$ cat src/brake_seq_pkg.sv
// package for the holding brake sequencer: register map, field layout, timing
// assumes an apb slave with 32-bit data and a 100 MHz drive clock
package brake_seq_pkg;
   // register byte offsets
   localparam logic [11:0] OFS_OUTPUT_SELECT = 12'h000;
   localparam logic [11:0] OFS_RELEASE_DELAY = 12'h004;
   localparam logic [11:0] OFS_ENGAGE_DELAY  = 12'h008;
   localparam logic [11:0] OFS_SPEED_THRESH  = 12'h00C;
   localparam logic [11:0] OFS_TIMEOUT       = 12'h010;
   localparam logic [11:0] OFS_STATUS        = 12'h014;
   // output select: three 4-bit fields
   localparam int          SEL_FIELD_W       = 4;
   localparam logic [3:0]  BRAKE_FUNC_CODE   = 4'h4;
   // reset values
   localparam logic [11:0] SEL_RESET         = 12'h000;
   localparam logic [11:0] RELEASE_RESET     = 12'h000;
   localparam logic [8:0]  ENGAGE_RESET      = 9'h000;
   localparam logic [6:0]  THRESH_RESET      = 7'h64;
   localparam logic [6:0]  TIMEOUT_RESET     = 7'h32;
   // setting limits
   localparam int          RELEASE_MIN       = -2000;
   localparam int          RELEASE_MAX       = 2000;
   localparam int          ENGAGE_MAX        = 500;
   localparam int          THRESH_MIN        = 10;
   localparam int          THRESH_MAX        = 100;
   localparam int          TIMEOUT_MIN       = 10;
   localparam int          TIMEOUT_MAX       = 100;
   // time base
   localparam int          CLK_MHZ           = 100;
   localparam int          TICK_US           = 1000;
   localparam int          TICK_CYCLES       = CLK_MHZ * TICK_US;
   localparam int          UNIT_10MS         = 10;
   // status bit positions
   localparam int          ST_POWER          = 0;
   localparam int          ST_BRAKE          = 1;
   localparam int          ST_ACTIVE         = 2;
   localparam int          ST_STATE_LSB      = 4;

   typedef enum logic [2:0] {
      S_OFF      = 3'b000,
      S_REL_WAIT = 3'b001,
      S_ON       = 3'b010,
      S_ENG_WAIT = 3'b011,
      S_STOPPING = 3'b100
   } seq_state_e;

   typedef struct packed {
      logic        psel;
      logic        penable;
      logic        pwrite;
      logic [11:0] paddr;
      logic [31:0] pwdata;
   } apb_req_s;

   typedef struct packed {
      logic [31:0] prdata;
      logic        pready;
      logic        pslverr;
   } apb_rsp_s;
endpackage : brake_seq_pkg

$ cat src/holding_brake_sequencer.sv
// holding brake sequencer: brake release output and motor power enable
// assumes synchronous inputs on CLK, speed magnitude in rpm, apb master
//
// Function
// RL1 - the brake output goes to each of three outputs whose select field holds the brake code.
// RL2 - brake timing only acts while some output is assigned the brake function.
// RL3 - a signed release delay in ms, -2000 to 2000, default 0, governs stationary enabling.
// RL4 - a positive release delay releases the brake first and powers the motor after it.
// RL5 - a negative release delay powers the motor first and releases the brake after its size.
// RL6 - stationary disable engages the brake then cuts power after the engage delay in 10 ms.
// RL7 - an alarm cuts motor power at once whatever the engage delay.
// RL8 - alarm or servo-off in motion cuts power, stops, and later drops the brake release.
// RL9 - in motion the brake engages once speed falls below the threshold, 10 to 100 rpm.
// RL10 - in motion the brake also engages when the timeout in 10 ms units expires first.
// RL11 - the host waits 50 ms plus brake release time after servo-on before any reference.
// RL12 - the motor counts as stationary when speed is below the threshold at disable.
`timescale 1ns/1ns
module holding_brake_sequencer #(
   parameter int TICK_CYCLES = brake_seq_pkg::TICK_CYCLES
) (
   input  wire logic                    CLK,
   input  wire logic                    RESET,
   input  wire brake_seq_pkg::apb_req_s APB_REQ,
   output      brake_seq_pkg::apb_rsp_s APB_RSP,
   input  wire logic                    SERVO_ON,
   input  wire logic                    ALARM,
   input  wire logic [15:0]             MOTOR_SPEED,
   output      logic                    MOTOR_POWER,
   output      logic [2:0]              DIGITAL_OUT
);
   typedef struct packed {
      logic [11:0]              sel;
      logic signed [11:0]       rel_delay;
      logic [8:0]               eng_delay;
      logic [6:0]               thresh;
      logic [6:0]               timeout;
      brake_seq_pkg::seq_state_e state;
      logic [31:0]              tick_cnt;
      logic [15:0]              ms_cnt;
      logic                     power;
      logic                     brake_rel;
      logic [2:0]               dout;
      logic [31:0]              prdata;
   } state_s;

   state_s st_reg;
   state_s st_next;

   // clamp a write value to a range
   function automatic logic [31:0] clamp(input logic [31:0] v, input int lo, input int hi);
      if ($signed(v) < lo) begin
         clamp = 32'(lo);
      end else if ($signed(v) > hi) begin
         clamp = 32'(hi);
      end else begin
         clamp = v;
      end
   endfunction : clamp

   // 10 ms units to milliseconds
   function automatic logic [15:0] tens_ms(input logic [8:0] v);
      tens_ms = 16'(v * brake_seq_pkg::UNIT_10MS);
   endfunction : tens_ms

   logic        brake_en;
   logic        stationary;
   logic        ms_tick;
   logic        access;
   logic [11:0] rel_mag;

   assign access  = APB_REQ.psel && APB_REQ.penable;
   assign ms_tick = (st_reg.tick_cnt == 32'(TICK_CYCLES - 1));
   assign rel_mag = st_reg.rel_delay[11] ? 12'(-st_reg.rel_delay) : st_reg.rel_delay;
   assign stationary = (MOTOR_SPEED < {9'h000, st_reg.thresh}); // see RL12

   always_comb begin
      brake_en = 1'b0;
      for (int i = 0; i < 3; i++) begin
         if (st_reg.sel[i*brake_seq_pkg::SEL_FIELD_W +: brake_seq_pkg::SEL_FIELD_W]
             == brake_seq_pkg::BRAKE_FUNC_CODE) begin
            brake_en = 1'b1; // see RL2
         end
      end
   end

   always_comb begin
      st_next = st_reg;
      // millisecond time base, restarted on leaving S_OFF and S_ON
      st_next.tick_cnt = ms_tick ? 32'h00000000 : st_reg.tick_cnt + 32'h00000001;
      if (ms_tick) begin
         st_next.ms_cnt = st_reg.ms_cnt + 16'h0001;
      end

      case (st_reg.state)
         brake_seq_pkg::S_OFF: begin
            st_next.power     = 1'b0;
            st_next.brake_rel = 1'b0;
            if (SERVO_ON && !ALARM) begin
               st_next.ms_cnt   = 16'h0000;
               st_next.tick_cnt = 32'h00000000;
               if (!brake_en || st_reg.rel_delay == 12'sh000) begin
                  st_next.power     = 1'b1;
                  st_next.brake_rel = brake_en;
                  st_next.state     = brake_seq_pkg::S_ON;
               end else if (!st_reg.rel_delay[11]) begin
                  st_next.brake_rel = 1'b1; // see RL4
                  st_next.state     = brake_seq_pkg::S_REL_WAIT;
               end else begin
                  st_next.power = 1'b1; // see RL5
                  st_next.state = brake_seq_pkg::S_REL_WAIT;
               end
            end
         end
         brake_seq_pkg::S_REL_WAIT: begin
            if (ALARM || !SERVO_ON) begin
               st_next.power     = 1'b0;
               st_next.brake_rel = 1'b0;
               st_next.state     = brake_seq_pkg::S_OFF;
            end else if (st_reg.ms_cnt >= {4'h0, rel_mag}) begin // see RL3
               st_next.power     = 1'b1; // see RL4
               st_next.brake_rel = 1'b1; // see RL5
               st_next.state     = brake_seq_pkg::S_ON;
            end
         end
         brake_seq_pkg::S_ON: begin
            st_next.brake_rel = brake_en;
            if (ALARM || !SERVO_ON) begin
               st_next.ms_cnt   = 16'h0000;
               st_next.tick_cnt = 32'h00000000;
               if (!brake_en) begin
                  st_next.power = 1'b0;
                  st_next.state = brake_seq_pkg::S_OFF;
               end else if (!stationary) begin
                  st_next.power = 1'b0; // see RL8
                  st_next.state = brake_seq_pkg::S_STOPPING;
               end else if (ALARM) begin
                  st_next.power     = 1'b0; // see RL7
                  st_next.brake_rel = 1'b0;
                  st_next.state     = brake_seq_pkg::S_OFF;
               end else begin
                  st_next.brake_rel = 1'b0; // see RL6
                  st_next.state     = brake_seq_pkg::S_ENG_WAIT;
               end
            end
         end
         brake_seq_pkg::S_ENG_WAIT: begin
            st_next.brake_rel = 1'b0;
            if (ALARM) begin
               st_next.power = 1'b0; // see RL7
               st_next.state = brake_seq_pkg::S_OFF;
            end else if (st_reg.ms_cnt >= tens_ms(st_reg.eng_delay)) begin
               st_next.power = 1'b0; // see RL6
               st_next.state = brake_seq_pkg::S_OFF;
            end
         end
         brake_seq_pkg::S_STOPPING: begin
            st_next.power = 1'b0;
            if (stationary) begin
               st_next.brake_rel = 1'b0; // see RL9
               st_next.state     = brake_seq_pkg::S_OFF;
            end else if (st_reg.ms_cnt >= tens_ms({2'b00, st_reg.timeout})) begin
               st_next.brake_rel = 1'b0; // see RL10
               st_next.state     = brake_seq_pkg::S_OFF;
            end
         end
         default: begin
            st_next.power     = 1'b0;
            st_next.brake_rel = 1'b0;
            st_next.state     = brake_seq_pkg::S_OFF;
         end
      endcase

      // brake output routing
      for (int i = 0; i < 3; i++) begin
         st_next.dout[i] = st_next.brake_rel &&
            (st_next.sel[i*brake_seq_pkg::SEL_FIELD_W +: brake_seq_pkg::SEL_FIELD_W]
             == brake_seq_pkg::BRAKE_FUNC_CODE); // see RL1
      end

      // apb register access, single-cycle answer
      if (access && APB_REQ.pwrite) begin
         case (APB_REQ.paddr)
            brake_seq_pkg::OFS_OUTPUT_SELECT: st_next.sel = APB_REQ.pwdata[11:0];
            brake_seq_pkg::OFS_RELEASE_DELAY: st_next.rel_delay = 12'(clamp(APB_REQ.pwdata,
               brake_seq_pkg::RELEASE_MIN, brake_seq_pkg::RELEASE_MAX)); // see RL3
            brake_seq_pkg::OFS_ENGAGE_DELAY: st_next.eng_delay = 9'(clamp(APB_REQ.pwdata,
               0, brake_seq_pkg::ENGAGE_MAX)); // see RL6
            brake_seq_pkg::OFS_SPEED_THRESH: st_next.thresh = 7'(clamp(APB_REQ.pwdata,
               brake_seq_pkg::THRESH_MIN, brake_seq_pkg::THRESH_MAX)); // see RL9
            brake_seq_pkg::OFS_TIMEOUT: st_next.timeout = 7'(clamp(APB_REQ.pwdata,
               brake_seq_pkg::TIMEOUT_MIN, brake_seq_pkg::TIMEOUT_MAX)); // see RL10
            default: begin
            end
         endcase
      end
      st_next.prdata = 32'h00000000;
      if (APB_REQ.psel && !APB_REQ.penable && !APB_REQ.pwrite) begin
         case (APB_REQ.paddr)
            brake_seq_pkg::OFS_OUTPUT_SELECT: st_next.prdata = {20'h00000, st_reg.sel};
            brake_seq_pkg::OFS_RELEASE_DELAY:
               st_next.prdata = {{20{st_reg.rel_delay[11]}}, st_reg.rel_delay};
            brake_seq_pkg::OFS_ENGAGE_DELAY: st_next.prdata = {23'h000000, st_reg.eng_delay};
            brake_seq_pkg::OFS_SPEED_THRESH: st_next.prdata = {25'h0000000, st_reg.thresh};
            brake_seq_pkg::OFS_TIMEOUT: st_next.prdata = {25'h0000000, st_reg.timeout};
            brake_seq_pkg::OFS_STATUS: begin
               st_next.prdata[brake_seq_pkg::ST_POWER]  = st_reg.power;
               st_next.prdata[brake_seq_pkg::ST_BRAKE]  = st_reg.brake_rel;
               st_next.prdata[brake_seq_pkg::ST_ACTIVE] = brake_en;
               st_next.prdata[brake_seq_pkg::ST_STATE_LSB +: 3] = st_reg.state;
            end
            default: st_next.prdata = 32'h00000000;
         endcase
      end else if (access) begin
         st_next.prdata = st_reg.prdata;
      end
   end

   always_ff @(posedge CLK or posedge RESET) begin
      if (RESET) begin
         st_reg.sel       <= brake_seq_pkg::SEL_RESET;
         st_reg.rel_delay <= brake_seq_pkg::RELEASE_RESET;
         st_reg.eng_delay <= brake_seq_pkg::ENGAGE_RESET;
         st_reg.thresh    <= brake_seq_pkg::THRESH_RESET;
         st_reg.timeout   <= brake_seq_pkg::TIMEOUT_RESET;
         st_reg.state     <= brake_seq_pkg::S_OFF;
         st_reg.tick_cnt  <= 32'h00000000;
         st_reg.ms_cnt    <= 16'h0000;
         st_reg.power     <= 1'b0;
         st_reg.brake_rel <= 1'b0;
         st_reg.dout      <= 3'h0;
         st_reg.prdata    <= 32'h00000000;
      end else begin
         st_reg <= st_next;
      end
   end

   logic unmapped;
   assign unmapped = (APB_REQ.paddr > brake_seq_pkg::OFS_STATUS) || (APB_REQ.paddr[1:0] != 2'b00);

   assign APB_RSP.prdata  = st_reg.prdata;
   assign APB_RSP.pready  = 1'b1;
   assign APB_RSP.pslverr = access && unmapped;
   assign MOTOR_POWER     = st_reg.power;
   assign DIGITAL_OUT     = st_reg.dout;
endmodule : holding_brake_sequencer

$ cat config.mk
export PLATFORM = sky130hd
export DESIGN_NAME = holding_brake_sequencer
export DESIGN_NICKNAME = d
export VERILOG_FILES = /design/src/brake_seq_pkg.sv /design/src/holding_brake_sequencer.sv
export SDC_FILE = /design/constraint.sdc
export NUM_CORES = 1
export LEC_CHECK = 0
export BUFFER_PORTS_ARGS = -buffer_cell sky130_fd_sc_hd__buf_4
export CAP_MARGIN = 5
export CORE_MARGIN = 10
export CORE_UTILIZATION = 39
export DETAILED_ROUTE_END_ITERATION = 6
export PLACE_DENSITY = 0.7
export RECOVER_POWER = 25
export SYNTH_ARGS = -nofsm -noshare
export SYNTH_HDL_FRONTEND = slang
export SYNTH_SLANG_ARGS = --single-unit
$ cat constraint.sdc
create_clock -name CLK -period 4.7 [get_ports CLK]
set_input_delay 0.705 -clock CLK [delete_from_list [all_inputs] [get_ports CLK]]
set_output_delay 0.705 -clock CLK [all_outputs]
set_load 0.01 [all_outputs]
==> results.cfg <==
[drt]
drt_iter0_drc = 562
vias = 6639
drc_errors = 0
ant_nets = 0
wl_per_cell_um = 17.7
drt-pass1-iter-count = 5
via_per_inst = 5.53
routed_wl_um = 21200

[placement]
dpl.hpwl_um = 16400
dp_slack_ps = 1020
gp_congestion = 0.892
port_buffers = 103

[timing]
period_share_pct = 82.2
timing.final.crit_period_ps = 3860
hold_viol_final = 0
fin_setup_tns_ps = 0
worst_pin_slew_ps = 2130
max_freq_mhz = 259
rsz0062_at_grt = no
setup_viol = 0
finClkSkew_ps = 7.72
setup_ws_ps = 838
slew_viol_final = 41
relSlewSlack_pct = -42.1

[die]
die_h_um = 163
fp.dieW_um = 163
ioPinCount = 105
num_rows = 52
core_mm2 = 0.0202
die-area_mm2 = 0.0265
start_util_pct = 39.4

[final_layout]
antenna_cells = 0
post_route_cells_drive_above_1_share_pct = 19.2
register_area_mm2 = 0.00291
final_common_cell = dfrtp_1
n_fill_cell = 1949
nets = 1054
largest_reg_flops = 99
layout_common_cells = 110 x dfrtp_1, 107 x buf_4, 87 x nor2_1, 67 x ha_1, 66 x nand2_1
multi_input_area_mm2 = 0.00452
syn2layout_area_growth_pct = 16.9

[setup_path]
crit_arrival_ps = 4200
critPathMaxFanout = 4
startpoint = st_reg[103]
cp-end-kind = register
worstRegToRegCells = 15
worst_setup_path_start_kind = register
r2r_end = MOTOR_POWER
crit_type = reg2reg
r2r_slack_ps = 840
worstPathRequired_ps = 5040
rr_startpoint = st_reg[103]

[logic_synthesis]
synth_edf_count = 0
yosysWarnings = 0
syn_nets = 988
async_flop_share_pct = 100
synthesis.area_mm2 = 0.00795
synth_cell_type_count = 71
synth_ff_type = dfrtp_1
netlist_instances = 852
synth.avg_cell_area_um2 = 9.33
synth-seq-cells = 116
ys_seq_area_share_pct = 36.6

[clock_tree]
clk_pin_slew_ps = 60
clock_latency_ps = 420
clock_sinks = 116
clock_path_buffers = 2
cts_resized = 0
h-tree-depth = 4
cts_tree = done
root_buffer = clkbuf_16
ctsHoldBuffers = 0
cts_inserted_buffers = 17
post_cts_buffers = 0

[grt]
grt_antenna_before_repair = 0
grt_max_degree = 49
grt_pass1_vias = 6530
track_usage_pct = 16.2
grt_pass1_wl_um = 34600
grt_overflow_total = 0

[power]
peakVddDrop_v = 0.000260
cellPowerDensity_mw_per_mm2 = 267
p_leak_nw = 4.35
finalPower_mw = 2.48

[worst_hold_path]
whs_path_depth = 2
min_to = APB_RSP[11]
hp-class = reg2reg
min_from = APB_RSP[11]

[status]
failed_checks = max-capacitance violations, max-slew violations
outcome = finished with violations

[job]
drv_cap = 1
[logic make-up (layout without fill, tap and decap cells)]
family	after synthesis	count (layout)	share of synthesized area, %
other	1	1	0.0472
multiplexers	32	32	5.32
flip-flops	116	116	36.6
adder cells (fa/ha/maj)	69	69	11.0
AND/OR/NAND/NOR	332	332	21.9
AO/OA/AOI/OAI	147	147	12.2
buffers and inverters	98	177	6.67
XOR/XNOR	57	57	6.28
[metal layers]
metal | part of all wire [%] | vias up | global-route usage (%)
li1 | - | 3209 | -
met1 | 45 | 3211 | 21.5
met2 | 48 | 191 | 25.7
met3 | 4.8 | 28 | 3.24
met4 | 1.8 | 0 | 5.41
met5 | 0 | - | 0
[layout make-up]
cell class	count	share of cell area, %
Multi-Input combinational cell	638	48.6
Sequential cell	116	31.3
Timing Repair Buffer	109	8.76
Clock buffer	18	4.72
Tap cell	270	3.63
Clock inverter	14	1.52
Inverter	36	1.47
[report_power, final]
group	internal, mW	leakage [nW]	switching (mW)
sequential	1.01	1.57	0.0171
combinational	0.0744	2.49	0.111
clock	0.752	0.278	0.513
total	1.84	4.35	0.641
[synthesized netlist by cell type (4+ instances only)]
library cell	n	share of area, %
a31oi_1	7	0.55
nand4_1	28	2.2
and3_1	10	0.79
mux2i_1	13	1.6
o31ai_1	11	1.0
a22o_1	13	1.4
xnor2_1	17	1.9
nand2_1	66	3.1
nor2_1	87	4.1
clkbuf_1	20	0.94
dfstp_2	6	2.0
or3_1	10	0.79
or4b_2	4	0.50
dfrtp_1	110	35
nand3_1	37	2.3
a21o_1	10	0.94
ha_1	67	11
and4_1	5	0.55
nand2b_1	8	0.63
a21oi_1	31	2.0
o21ai_0	40	2.5
mux4_2	7	2.0
xor2_1	40	4.4
nor4_1	17	1.3
o22ai_1	4	0.31
nor2b_1	13	1.0
buf_4	37	3.5
inv_1	35	1.7
mux2_2	12	1.7
nor3_1	22	1.4
[worst max-delay path, stage by stage, from the launching register on]
cell and delay (ps):
dfrtp_1 410, ha_1 300, ha_1 170, inv_1 60, fa_1 400, nor2b_1 130, o21ai_0 100, a21oi_1 180
o21ai_0 120, a21oi_1 180, o21ai_0 140, ha_1 230, or4b_2 630, nor4_1 380, a32oi_1 150, a31oi_1 200
[per-stage QoR]
step / hold WS (ps) / utilization [%] / std cells / instance area, um2
after global placement: 469 / 43.2 / 1169 / 8720
after floorplan: 451 / - / 852 / 7950
after global routing: 514 / 46.1 / 1201 / 9300
final: 489 / 46.1 / 1201 / 9300
after CTS: 285 / 46.1 / 1201 / 9300
after detailed placement: 481 / 43.2 / 1169 / 8720
[worst max-delay path by stage]
stage,endpoint,depth (start not counted)
6_report,MOTOR_POWER,15
5_1_grt,DIGITAL_OUT[0],12
4_1_cts,MOTOR_POWER,15
3_5_place_dp,MOTOR_POWER,15
3_3_place_gp,MOTOR_POWER,15
2_1_floorplan,APB_RSP[10],1
(Power assumes the default switching activity.)
